--- src/rtl/pnc_regs.svh ---
/*
 * Register offsets, field positions, reset values and counts for the
 * per-port next-page and port configuration register bank.
 * Assumes inclusion by the frame engine and register bank design files of this block.
 */
//
// Behaviour
// - Transmit message-type flag is writable and resets to one.
// - Transmit toggle resets to zero and reflects inverse of previous toggle.
// - Eleven-bit transmit code field is writable and resets to one.
// - Received partner page is read-only, more-pages flag shown, resets zero.
// - Receipt flag reads one once partner received our code word.
// - Received message-type, compliance and toggle bits reported read-only.
// - Link test disable forces link pass on status and indicators.
// - Transmit disable bit turns off twisted-pair transmitter; resets zero.
// - In 100 Mbit, bypass scrambler pair and 4B/5B coder separately.
// - In 10 Mbit, heartbeat enable bit and jabber disable bit.
// - 10 Mbit half-duplex loops transmit data back unless disabled.
// - Carrier-sense select extends CRS to RXDV deassertion; resets one.
// - Preamble bit chooses RXDV at SFD or at CRS with preamble.
// - Serial-mode bit drives 10 Mbit receive data on bit zero only.
// - Far-end fault transmission enable resets to one and gates sending.
// - Alternate next-page feature bit resets zero and enables modified handling.
// - Fiber select chooses fiber or twisted pair; loaded from pins at reset.
// - Sticky status bits hold until read, then clear on that read.
// - With alternate feature on, page-received also clears on variable false or disable.
//
`ifndef PNC_REGS_SVH
`define PNC_REGS_SVH

// ****************************************************************
// Offsets
// ****************************************************************
`define PNC_REG_AN_EXP      5'h06
`define PNC_REG_NP_TX       5'h07
`define PNC_REG_NP_RX       5'h08
`define PNC_REG_PORT_CFG    5'h10
`define PNC_PHY_BASE        5'h00

// ****************************************************************
// Field positions
// ****************************************************************
`define PNC_NP_MORE         15
`define PNC_NP_ACK          14
`define PNC_NP_MSG          13
`define PNC_NP_CMPL         12
`define PNC_NP_TOG          11
`define PNC_AN_EXP_PAGE_RX  1
`define PNC_CFG_LINK_FORCE  14
`define PNC_CFG_TX_OFF      13
`define PNC_CFG_SCR_BYP     12
`define PNC_CFG_CODE_BYP    11
`define PNC_CFG_JAB_OFF     10
`define PNC_CFG_SQE_ON      9
`define PNC_CFG_LPBK_OFF    8
`define PNC_CFG_CRS_EXT     7
`define PNC_CFG_PRE_ON      5
`define PNC_CFG_SER_10M     3
`define PNC_CFG_FEF_ON      2
`define PNC_CFG_ALT_NP      1
`define PNC_CFG_FIBER       0

// ****************************************************************
// Reset values and masks
// ****************************************************************
`define PNC_NP_TX_RST       16'h2001
`define PNC_NP_TX_WMASK     16'hbfff
`define PNC_NP_RX_RST       16'h0000
`define PNC_CFG_RST         16'h0084

// ****************************************************************
// Frame counts
// ****************************************************************
`define PNC_PRE_BITS        6'd32
`define PNC_HDR_LAST        5'd11
`define PNC_DATA_LAST       5'd15
`define PNC_STRAP_WAIT      3'd5

`endif

--- src/rtl/pnc_pkg.sv ---
/*
 * Types shared by the register bank and its management frame engine.
 * Assumes the constants header is on the include path.
 */
`default_nettype none
package pnc_pkg;

	typedef struct packed {
		logic        rd;
		logic        wr;
		logic        port;
		logic [4:0]  regad;
		logic [15:0] wdata;
	} pnc_acc_t;

	typedef struct packed {
		logic speed_100;
		logic full_duplex;
	} pnc_mode_t;

	typedef struct packed {
		logic link_force;
		logic tx_off;
		logic scr_bypass;
		logic code_bypass;
		logic jabber_off;
		logic sqe_on;
		logic loopback_on;
		logic crs_extend;
		logic preamble_on;
		logic serial_10m;
		logic fef_on;
		logic alt_np_on;
		logic fiber_on;
	} pnc_ctl_t;

	typedef enum logic [2:0] {
		MDIO_IDLE,
		MDIO_START,
		MDIO_HDR,
		MDIO_TA,
		MDIO_DATA
	} pnc_mdio_state_t;

endpackage
`default_nettype wire

--- src/rtl/pnc_mdio_engine.sv ---
/*
 * Management frame engine: walks preamble, start, header, turnaround
 * and data, issues one-cycle register access requests and shifts read
 * data out. Assumes mdc_rise and mdio_bit come already synchronised.
 */
`timescale 1ns/10ps
`default_nettype none
`include "pnc_regs.svh"

module pnc_mdio_engine
	import pnc_pkg::*;
(
	input  wire logic        clk,
	input  wire logic        rst_b,
	input  wire logic        mdc_rise,
	input  wire logic        mdio_bit,
	input  wire logic [15:0] rd_data,
	output var  pnc_acc_t    acc,
	output var  logic        mdio_out,
	output var  logic        mdio_oe
);

	pnc_mdio_state_t state_reg;
	logic [5:0]      pre_cnt_reg;
	logic [4:0]      bit_cnt_reg;
	logic [10:0]     hdr_reg;
	logic [15:0]     sh_reg;
	logic            reading_reg;
	logic            writing_reg;

	// ****************************************************************
	// Header decode
	// ****************************************************************
	wire logic [11:0] hdr_full = {hdr_reg, mdio_bit};
	wire logic [4:0]  phy_base = `PNC_PHY_BASE;
	wire logic        phy_hit  = (hdr_full[9:6] == phy_base[4:1]);
	wire logic        op_rd    = (hdr_full[11:10] == 2'b10);
	wire logic        op_wr    = (hdr_full[11:10] == 2'b01);
	wire logic        bit_last = (bit_cnt_reg == `PNC_DATA_LAST);

	always_ff @(posedge clk or negedge rst_b)
	begin
		if (!rst_b)
		begin
			state_reg   <= MDIO_IDLE;
			pre_cnt_reg <= 6'h00;
			bit_cnt_reg <= 5'h00;
			hdr_reg     <= 11'h000;
			sh_reg      <= 16'h0000;
			reading_reg <= 1'b0;
			writing_reg <= 1'b0;
			acc         <= '0;
			mdio_out    <= 1'b0;
			mdio_oe     <= 1'b0;
		end
		else
		begin
			acc.rd <= 1'b0;
			acc.wr <= 1'b0;
			if (mdc_rise)
			begin
				bit_cnt_reg <= bit_cnt_reg + 5'h01;
				case (state_reg)
				MDIO_IDLE:
				begin
					if (mdio_bit && pre_cnt_reg != `PNC_PRE_BITS)
						pre_cnt_reg <= pre_cnt_reg + 6'h01;
					else if (!mdio_bit)
					begin
						pre_cnt_reg <= 6'h00;
						if (pre_cnt_reg == `PNC_PRE_BITS)
							state_reg <= MDIO_START;
					end
				end
				MDIO_START:
				begin
					bit_cnt_reg <= 5'h00;
					state_reg   <= mdio_bit ? MDIO_HDR : MDIO_IDLE;
				end
				MDIO_HDR:
				begin
					hdr_reg <= hdr_full[10:0];
					if (bit_cnt_reg == `PNC_HDR_LAST)
					begin
						bit_cnt_reg <= 5'h00;
						state_reg   <= MDIO_TA;
						reading_reg <= phy_hit && op_rd;
						writing_reg <= phy_hit && op_wr;
						acc.rd      <= phy_hit && op_rd;
						acc.port    <= hdr_full[5];
						acc.regad   <= hdr_full[4:0];
					end
				end
				MDIO_TA:
				begin
					if (bit_cnt_reg == 5'h00)
					begin
						mdio_oe  <= reading_reg;
						mdio_out <= 1'b0;
					end
					else
					begin
						mdio_out    <= reading_reg & rd_data[15];
						sh_reg      <= {rd_data[14:0], 1'b0};
						bit_cnt_reg <= 5'h00;
						state_reg   <= MDIO_DATA;
					end
				end
				MDIO_DATA:
				begin
					if (reading_reg)
					begin
						mdio_out <= bit_last ? 1'b0 : sh_reg[15];
						mdio_oe  <= !bit_last;
						sh_reg   <= {sh_reg[14:0], 1'b0};
					end
					else
						sh_reg <= {sh_reg[14:0], mdio_bit};
					if (bit_last)
					begin
						acc.wr      <= writing_reg;
						acc.wdata   <= {sh_reg[14:0], mdio_bit};
						reading_reg <= 1'b0;
						writing_reg <= 1'b0;
						state_reg   <= MDIO_IDLE;
					end
				end
				default:
					state_reg <= MDIO_IDLE;
				endcase
			end
		end
	end

endmodule
`default_nettype wire

--- src/rtl/pnc_phy_regs.sv ---
/*
 * Dual-port next-page transmit, partner next-page receive and port
 * configuration registers behind the management serial interface.
 * Assumes management pins from outside the clock domain, and page,
 * mode and event inputs from auto-negotiation logic on clk.
 */
`timescale 1ns/10ps
`default_nettype none
`include "pnc_regs.svh"

module pnc_phy_regs
	import pnc_pkg::*;
(
	input  wire logic             clk,
	input  wire logic             rst_b,
	input  wire logic             mdc_pin,
	input  wire logic             mdio_in,
	output var  logic             mdio_out,
	output var  logic             mdio_oe,
	input  wire logic [1:0]       fiber_strap,
	input  wire pnc_mode_t [1:0]  port_mode,
	input  wire logic [1:0]       rx_page_load,
	input  wire logic [1:0][15:0] rx_page_data,
	input  wire logic [1:0]       tx_page_sent,
	input  wire logic [1:0]       page_rx_event,
	input  wire logic [1:0]       an_page_rx_var,
	output var  pnc_ctl_t [1:0]   port_ctl,
	output var  logic [1:0][15:0] tx_page,
	output var  logic [1:0]       page_received
);

	// ****************************************************************
	// Pin synchronisers
	// ****************************************************************
	logic [2:0]       mdc_sync_reg;
	logic [2:0]       mdio_sync_reg;
	logic [1:0][2:0]  strap_sync_reg;
	logic             mdc_level_reg;
	logic             mdio_level_reg;
	logic             mdc_rise_reg;
	logic [1:0]       strap_level_reg;
	logic [2:0]       strap_wait_reg;

	wire logic mdc_agree  = (mdc_sync_reg[1] == mdc_sync_reg[2]);
	wire logic mdio_agree = (mdio_sync_reg[1] == mdio_sync_reg[2]);
	wire logic strap_load = (strap_wait_reg == 3'd1);

	always_ff @(posedge clk or negedge rst_b)
	begin
		if (!rst_b)
		begin
			mdc_sync_reg   <= 3'h0;
			mdio_sync_reg  <= 3'h0;
			mdc_level_reg  <= 1'b0;
			mdio_level_reg <= 1'b0;
			mdc_rise_reg   <= 1'b0;
		end
		else
		begin
			mdc_sync_reg  <= {mdc_sync_reg[1:0], mdc_pin};
			mdio_sync_reg <= {mdio_sync_reg[1:0], mdio_in};
			if (mdc_agree)
				mdc_level_reg <= mdc_sync_reg[2];
			if (mdio_agree)
				mdio_level_reg <= mdio_sync_reg[2];
			mdc_rise_reg <= mdc_agree && mdc_sync_reg[2] && !mdc_level_reg;
		end
	end

	// Strap capture a few cycles after reset release
	always_ff @(posedge clk or negedge rst_b)
	begin
		if (!rst_b)
		begin
			strap_sync_reg  <= '0;
			strap_level_reg <= 2'b00;
			strap_wait_reg  <= `PNC_STRAP_WAIT;
		end
		else
		begin
			for (int p = 0; p < 2; p++)
			begin
				strap_sync_reg[p] <= {strap_sync_reg[p][1:0], fiber_strap[p]};
				if (strap_sync_reg[p][1] == strap_sync_reg[p][2])
					strap_level_reg[p] <= strap_sync_reg[p][2];
			end
			if (strap_wait_reg != 3'd0)
				strap_wait_reg <= strap_wait_reg - 3'd1;
		end
	end

	// ****************************************************************
	// Frame engine
	// ****************************************************************
	pnc_acc_t    acc;
	logic [15:0] rd_data_reg;

	pnc_mdio_engine u_engine (
		.clk      (clk),
		.rst_b    (rst_b),
		.mdc_rise (mdc_rise_reg),
		.mdio_bit (mdio_level_reg),
		.rd_data  (rd_data_reg),
		.acc      (acc),
		.mdio_out (mdio_out),
		.mdio_oe  (mdio_oe)
	);

	// ****************************************************************
	// Functions
	// ****************************************************************
	function automatic logic acc_hit(input pnc_acc_t a, input logic port, input logic [4:0] regad);
		acc_hit = (a.port == port) && (a.regad == regad);
	endfunction

	function automatic pnc_ctl_t ctl_decode(input logic [15:0] cfg, input pnc_mode_t mode);
		logic ten;
		ten                     = !mode.speed_100;
		ctl_decode.link_force   = cfg[`PNC_CFG_LINK_FORCE];
		ctl_decode.tx_off       = cfg[`PNC_CFG_TX_OFF];
		ctl_decode.scr_bypass   = cfg[`PNC_CFG_SCR_BYP] && mode.speed_100;
		ctl_decode.code_bypass  = cfg[`PNC_CFG_CODE_BYP] && mode.speed_100;
		ctl_decode.jabber_off   = cfg[`PNC_CFG_JAB_OFF] && ten;
		ctl_decode.sqe_on       = cfg[`PNC_CFG_SQE_ON] && ten;
		ctl_decode.loopback_on  = !cfg[`PNC_CFG_LPBK_OFF] && ten && !mode.full_duplex;
		ctl_decode.crs_extend   = cfg[`PNC_CFG_CRS_EXT] && ten;
		ctl_decode.preamble_on  = cfg[`PNC_CFG_PRE_ON];
		ctl_decode.serial_10m   = cfg[`PNC_CFG_SER_10M] && ten;
		ctl_decode.fef_on       = cfg[`PNC_CFG_FEF_ON];
		ctl_decode.alt_np_on    = cfg[`PNC_CFG_ALT_NP];
		ctl_decode.fiber_on     = cfg[`PNC_CFG_FIBER];
	endfunction

	// ****************************************************************
	// Per-port registers
	// ****************************************************************
	logic [1:0][15:0] np_tx_reg;
	logic [1:0][15:0] np_rx_reg;
	logic [1:0][15:0] cfg_reg;
	logic [1:0]       pg_rx_reg;
	logic [1:0][15:0] np_tx_next;
	logic [1:0][15:0] cfg_next;
	logic [1:0]       pg_rx_next;
	logic [1:0]       wr_np_tx;
	logic [1:0]       wr_cfg;
	logic [1:0]       rd_exp;
	logic [1:0]       alt_clear;

	genvar g;
	generate
		for (g = 0; g < 2; g++)
		begin : gen_port
			assign wr_np_tx[g]  = acc.wr && acc_hit(acc, 1'(g), `PNC_REG_NP_TX);
			assign wr_cfg[g]    = acc.wr && acc_hit(acc, 1'(g), `PNC_REG_PORT_CFG);
			assign rd_exp[g]    = acc.rd && acc_hit(acc, 1'(g), `PNC_REG_AN_EXP);
			assign alt_clear[g] = cfg_reg[g][`PNC_CFG_ALT_NP]
				&& (!an_page_rx_var[g] || cfg_reg[g][`PNC_CFG_TX_OFF]);

			// Written value with hardware toggle flip on each sent page
			always_comb
			begin
				np_tx_next[g] = np_tx_reg[g];
				if (wr_np_tx[g])
					np_tx_next[g] = acc.wdata & `PNC_NP_TX_WMASK;
				if (tx_page_sent[g])
					np_tx_next[g][`PNC_NP_TOG] = !np_tx_reg[g][`PNC_NP_TOG];
			end

			always_comb
			begin
				cfg_next[g] = cfg_reg[g];
				if (wr_cfg[g])
					cfg_next[g] = acc.wdata;
				if (strap_load)
					cfg_next[g][`PNC_CFG_FIBER] = strap_level_reg[g];
			end

			// Event set wins over read and feature clears
			assign pg_rx_next[g] = page_rx_event[g]
				|| (pg_rx_reg[g] && !rd_exp[g] && !alt_clear[g]);

			always_ff @(posedge clk or negedge rst_b)
			begin
				if (!rst_b)
				begin
					np_tx_reg[g] <= `PNC_NP_TX_RST;
					np_rx_reg[g] <= `PNC_NP_RX_RST;
					cfg_reg[g]   <= `PNC_CFG_RST;
					pg_rx_reg[g] <= 1'b0;
				end
				else
				begin
					np_tx_reg[g] <= np_tx_next[g];
					cfg_reg[g]   <= cfg_next[g];
					pg_rx_reg[g] <= pg_rx_next[g];
					if (rx_page_load[g])
						np_rx_reg[g] <= rx_page_data[g];
				end
			end
		end
	endgenerate

	// ****************************************************************
	// Read data
	// ****************************************************************
	wire logic        rp = acc.port;
	wire logic [15:0] exp_word = {14'h0000, pg_rx_reg[rp], 1'b0};
	logic [15:0]      rd_sel;

	always_comb
	begin
		case (acc.regad)
		`PNC_REG_NP_TX:
			rd_sel = np_tx_reg[rp];
		`PNC_REG_NP_RX:
			rd_sel = np_rx_reg[rp];
		`PNC_REG_PORT_CFG:
			rd_sel = cfg_reg[rp];
		`PNC_REG_AN_EXP:
			rd_sel = exp_word;
		default:
			rd_sel = 16'h0000;
		endcase
	end

	always_ff @(posedge clk or negedge rst_b)
	begin
		if (!rst_b)
			rd_data_reg <= 16'h0000;
		else if (acc.rd)
			rd_data_reg <= rd_sel;
	end

	// ****************************************************************
	// Outputs
	// ****************************************************************
	always_ff @(posedge clk or negedge rst_b)
	begin
		if (!rst_b)
		begin
			port_ctl      <= '0;
			tx_page       <= '0;
			page_received <= 2'b00;
		end
		else
		begin
			for (int p = 0; p < 2; p++)
			begin
				port_ctl[p] <= ctl_decode(cfg_reg[p], port_mode[p]);
				tx_page[p]  <= np_tx_reg[p];
			end
			page_received <= pg_rx_reg;
		end
	end

endmodule
`default_nettype wire

--- config.mk ---
export PLATFORM = sky130hd
export DESIGN_NAME = pnc_phy_regs
export DESIGN_NICKNAME = d
export VERILOG_FILES = /design/src/rtl/pnc_pkg.sv /design/src/rtl/pnc_mdio_engine.sv /design/src/rtl/pnc_phy_regs.sv
export VERILOG_INCLUDE_DIRS = /design/src /design/src/rtl
export SDC_FILE = /design/constraint.sdc
export NUM_CORES = 1
export LEC_CHECK = 0
export ABC_AREA = 1
export BUFFER_PORTS_ARGS = -buffer_cell sky130_fd_sc_hd__buf_2
export CAP_MARGIN = 0
export CORE_AREA = 2 2 167 169
export DETAILED_ROUTE_END_ITERATION = 10
export DIE_AREA = 0 0 169 171
export PLACE_DENSITY = 0.67
export SYNTH_ARGS = -nofsm -noshare
export SYNTH_HDL_FRONTEND = slang
export SYNTH_SLANG_ARGS = --single-unit
--- constraint.sdc ---
create_clock -name clk -period 1.45 [get_ports clk]
set_input_delay 0.435 -clock clk [delete_from_list [all_inputs] [get_ports clk]]
set_output_delay 0.435 -clock clk [all_outputs]
set_load 0.02 [all_outputs]
Word level (Yosys, flattened, before mapping). Index checks and enable logic that the tools add are counted. Widths: inputs -> output; s select.

Output and inout bits: 62. Register bits: 259. Logic and storage cells: 232.

Add/subtract/negate cells: 3. Bitwise gates (word level): 2. Order comparisons: 1. Equal/unequal tests: 28. Mux-type cells: 54. Reduce and logical (&&, ||, !) cells: 78.

Operator list (number): $mux 16 (9); $pmux 16 s4 (1); $logic_and 1x1->1 (39); $pmux 16 s2 (1); $mux 12 (2); $mux 24 (1); $mux 6 (4); $mux 1 (21); $mux 3 (6); $logic_not 1->1 (16); $eq 5x4->1 const B (3); $pmux 3 s5 (1); $pmux 5 s3 (1); $reduce_and 3->1 (5); $ne 2x1->1 const B (6); $reduce_bool 2->1 (6); $eq 5x3->1 const B (2); $mux 5 (2); $pmux 1 s2 (4); $reduce_and 4->1 (2); $reduce_and 7->1 (1); $add 6x1->6 const B (1); $eq 3x1->1 const B (2); $eq 3x2->1 const B (2); 20 further kinds (28).

Logic depth before layout (Yosys ltp).
Word-level depth: 7. Gate-level depth with buffers: 10. Gate-level depth less buffers: 10.

Modules after synthesis. Synthesis repeated with hierarchy kept, for this count alone.

Cells, all modules: 1155. Area total of the unflattened synthesis: 10727.8 um^2.

By module, submodules not included: pnc_phy_regs (instances 1, area each 7448.4 um^2, cells each 767); pnc_mdio_engine (instances 1, area each 3279.4 um^2, cells each 388).

Worst setup path before layout. Ideal clock, no wire load.

Path type: in2reg. From: input rx_page_load[1]. To: register np_rx_reg[21] (netlist name). Buffers on the path: 2. Setup slack: 0.066 ns. Library setup time: 0.125 ns. Stages: 3. Data required time: 1.325 ns. Data arrival time: 1.259 ns. Cell sequence: clkbuf_1 buf_2 mux2_2.

RTL lines: start: declaration (RTL line pnc_phy_regs.sv:22) `input wire logic [1:0] rx_page_load,`; end signal: indexed assignment (RTL line pnc_phy_regs.sv:187) `` np_rx_reg[g] <= `PNC_NP_RX_RST; ``; end signal: indexed assignment (RTL line pnc_phy_regs.sv:197) `np_rx_reg[g] <= rx_page_data[g];`; end: declaration (RTL line pnc_phy_regs.sv:138) `logic [1:0][15:0] np_rx_reg;`.

No word-level cell between the ends.

Final worst setup path.
From: register u_engine.mdio_out. To: output mdio_out.

RTL lines: start: declaration (RTL line pnc_mdio_engine.sv:19) `output var logic mdio_out,`; start signal: assignment (RTL line pnc_mdio_engine.sv:103) `mdio_out <= reading_reg & rd_data[15];`; start signal: assignment (RTL line pnc_mdio_engine.sv:113) `mdio_out <= bit_last ? 1'b0 : sh_reg[15];`; end: declaration (RTL line pnc_phy_regs.sv:18) `output var logic mdio_out,`.

No word-level cell between the ends.

==> impl_metrics.py <==
metrics = {
    "synthesis": {
        "syn_area_um2": 10700,
        "ys_warn_count": 0,
        "post-synth-top-count-cell": "nand2_1",
        "synth-seq-cells": 259,
        "synth_cell_type_count": 35,
        "synth_top_area_share_pct": 58.3,
        "avgSynthCellArea_um2": 9.31,
        "ys_seq_area_share_pct": 60.8,
        "syn_inst": 1147,
        "yosys.area.top_type": "dfrtp_1",
        "yosys-top-cells-count": "nand2_1, dfrtp_1, inv_1",
        "synth_ff_type": "dfrtp_1",
        "synth_edf_count": 0,
        "synthTopCellsByArea": "dfrtp_1, nand2_1, o21ai_1, nand3_1, o21ai_0",
        "synthArstFlopShare_pct": 100,
    },
    "run_status": {
        "outcome": "finished, violations left",
        "violations": "setup timing",
    },
    "setup_path": {
        "path_class": "reg -> out",
        "critical_path.startpoint": "u_engine.mdio_out",
        "endpoint": "mdio_out",
        "rr_endpoint": "u_engine.acc[1]",
        "reg2reg_from": "u_engine.state_reg[1]",
        "end_kind": "primary output",
        "crit_path_start_kind": "flop",
        "rr_worst_depth": 7,
        "worst-path-stages": 1,
        "crit_chain": "buf_6",
        "path_delay_family": "flip-flops",
        "critPathArrivalTime_ns": 1.14,
        "crit_path_max_fanout": 2,
        "critPathRequiredTime_ns": 1.02,
        "cp_slowest_cell": "dfrtp_1",
        "cpPeakStageDelay_ns": 0.44,
        "worst-path-buf-inv": 1,
        "rrSetupSlack_ns": -0.12,
    },
    "clock_network": {
        "max-clock-path-buffers": 3,
        "htree_num_levels": 1,
        "clock-sinks": 259,
        "root_buffer": "clkbuf_16",
        "clk_pin_slew_ns": 0.06,
        "worstSkewPairLatency_ns": 0.56,
        "tritoncts": "done",
        "numCtsBuffers": 28,
    },
    "finish": {
        "area_growth_pct": 31.7,
        "n_antenna_cell": 0,
        "layout.nets": 1368,
        "drive_gt1_share_pct": 27.0,
    },
    "timing": {
        "setup_violations": 90,
        "max_freq_ghz": 0.637,
        "fin_crit_sh_pct": 108,
        "slew_violations": 0,
        "grt_setup_unrepaired": "yes",
        "fin_worst_skew_ns": 0.0236,
        "finalWorstSetupSlack_ns": -0.120,
        "period_needed_ns": 1.57,
        "tns_ns": -4.39,
        "hold_viol": 0,
    },
    "global_routing": {
        "grt_max_degree": 64,
        "track_usage_pct": 16.9,
        "grt_pass1_wl_um": 39200,
        "antenna_found_initial": 0,
        "grt_overflow": 0,
        "first_global_vias": 7746,
    },
    "power_and_ir_drop": {
        "powerDensity_nw_per_um2": 1130,
        "p_total_uw": 15900,
        "p_leak_uw": 0.00678,
        "ir_drop_mv": 0.971,
    },
    "placed_design": {
        "hpwl_um": 16900,
        "routabilityCongestion": 0.806,
        "io_buffer_count": 109,
    },
    "floorplanning": {
        "die_y_um": 171,
        "ios": 112,
        "core_um2": 27300,
        "start_util_pct": 39.1,
        "rows": 61,
        "die_w_um": 169,
        "fp.dieArea_um2": 28900,
    },
    "drt": {
        "avgViaCountPerCell": 4.89,
        "dr.first_iter.drc_count": 523,
        "vias": 8204,
        "drt_pass1_iterations": 5,
        "drtAntennaViolNets": 0,
        "avgRoutedWirePerCell_um": 15.6,
        "routed_wl_um": 26200,
        "drc": 0,
    },
    "flow_run": {
        "drv_cap": 0,
    },
    "min_path": {
        "hp-class": "in -> reg",
    },
}
-- through the flow --
| step | worst slack, ns | std cells | area (µm²) | hold WS (ns) | utilization, % |
|---|---|---|---|---|---|
| global route | -0.168 | 1677 | 14100 | 0.0353 | 51.5 |
| finish | -0.120 | 1677 | 14100 | 0.0399 | 51.5 |
| global placement | -0.119 | 1599 | 12000 | 0.268 | 44.0 |
| detailed placement | -0.216 | 1599 | 12000 | 0.270 | 44.0 |
| CTS | -0.136 | 1656 | 13500 | 0.00196 | 49.3 |
| floorplan | 0.0658 | 1148 | 10700 | 0.139 | - |
-- how the worst min path moves through the flow --
stage / from / endpoint / slack [ns] / depth (start not counted)
after floorplan: rst_b / cfg_reg[0] / 0.14 / 0
after global placement: rst_b / tx_page[23] / 0.27 / 1
after detailed placement: rst_b / tx_page[23] / 0.27 / 1
after CTS: port_mode[2] / port_ctl[19] / 0.002 / 2
after global routing: port_mode[2] / port_ctl[19] / 0.04 / 2
final: port_mode[2] / port_ctl[19] / 0.04 / 2
-- layer usage --
layer	wire length [µm]	GRT usage (%)	vias up
met4	896	5.95	0
li1	-	-	3986
met1	10600	20.7	3958
met5	0	0	-
met2	13600	30.5	199
met3	1150	2.71	61
-- layout make-up --
cell class / count / area, µm²
Fill cell: 2406 / 13300
Tap cell: 346 / 433
Clock buffer: 40 / 776
Clock inverter: 11 / 166
Timing Repair Buffer: 185 / 1940
Multi-Input combinational cell: 729 / 3850
Sequential cell: 259 / 6500
Inverter: 107 / 412
-- where the power goes --
part	leakage (µW)	internal (µW)	switching (µW)	total [µW]
sequential	0.00344	7440	132	7570
combinational	0.00289	532	634	1170
clock	0.000459	4280	2870	7150
-- cell usage in the layout (no fill, tap or decap), types with 25 or more instances in the layout --
master,n
nand2_1,318
dfrtp_1,245
buf_12,25
o21ai_0,64
buf_2,48
buf_6,65
inv_1,93
clkbuf_16,33
o21ai_1,89
nand3_1,71
buf_4,35
nor2_1,37
nand2_2,30
-- kinds of logic after synthesis --
logic type	after synthesis	synth area share, %
AO/OA/AOI/OAI	174	8.20
XOR/XNOR	7	0.574
adder cells (fa/ha/maj)	11	1.22
buffers and inverters	161	6.75
flip-flops	259	60.8
multiplexers	22	2.32
other	1	0.0351
AND/OR/NAND/NOR	512	20.1
-- what timing repair did --
item	CTS	global route
pin swaps	3	18
setup buffers	0	13
hold endpoints to repair	70	0
gates resized for setup	137	111
endpoints found under the setup margin	87	148
hold buffers	6	0
cloned	0	8
Power figures use the tool's default switching activity.
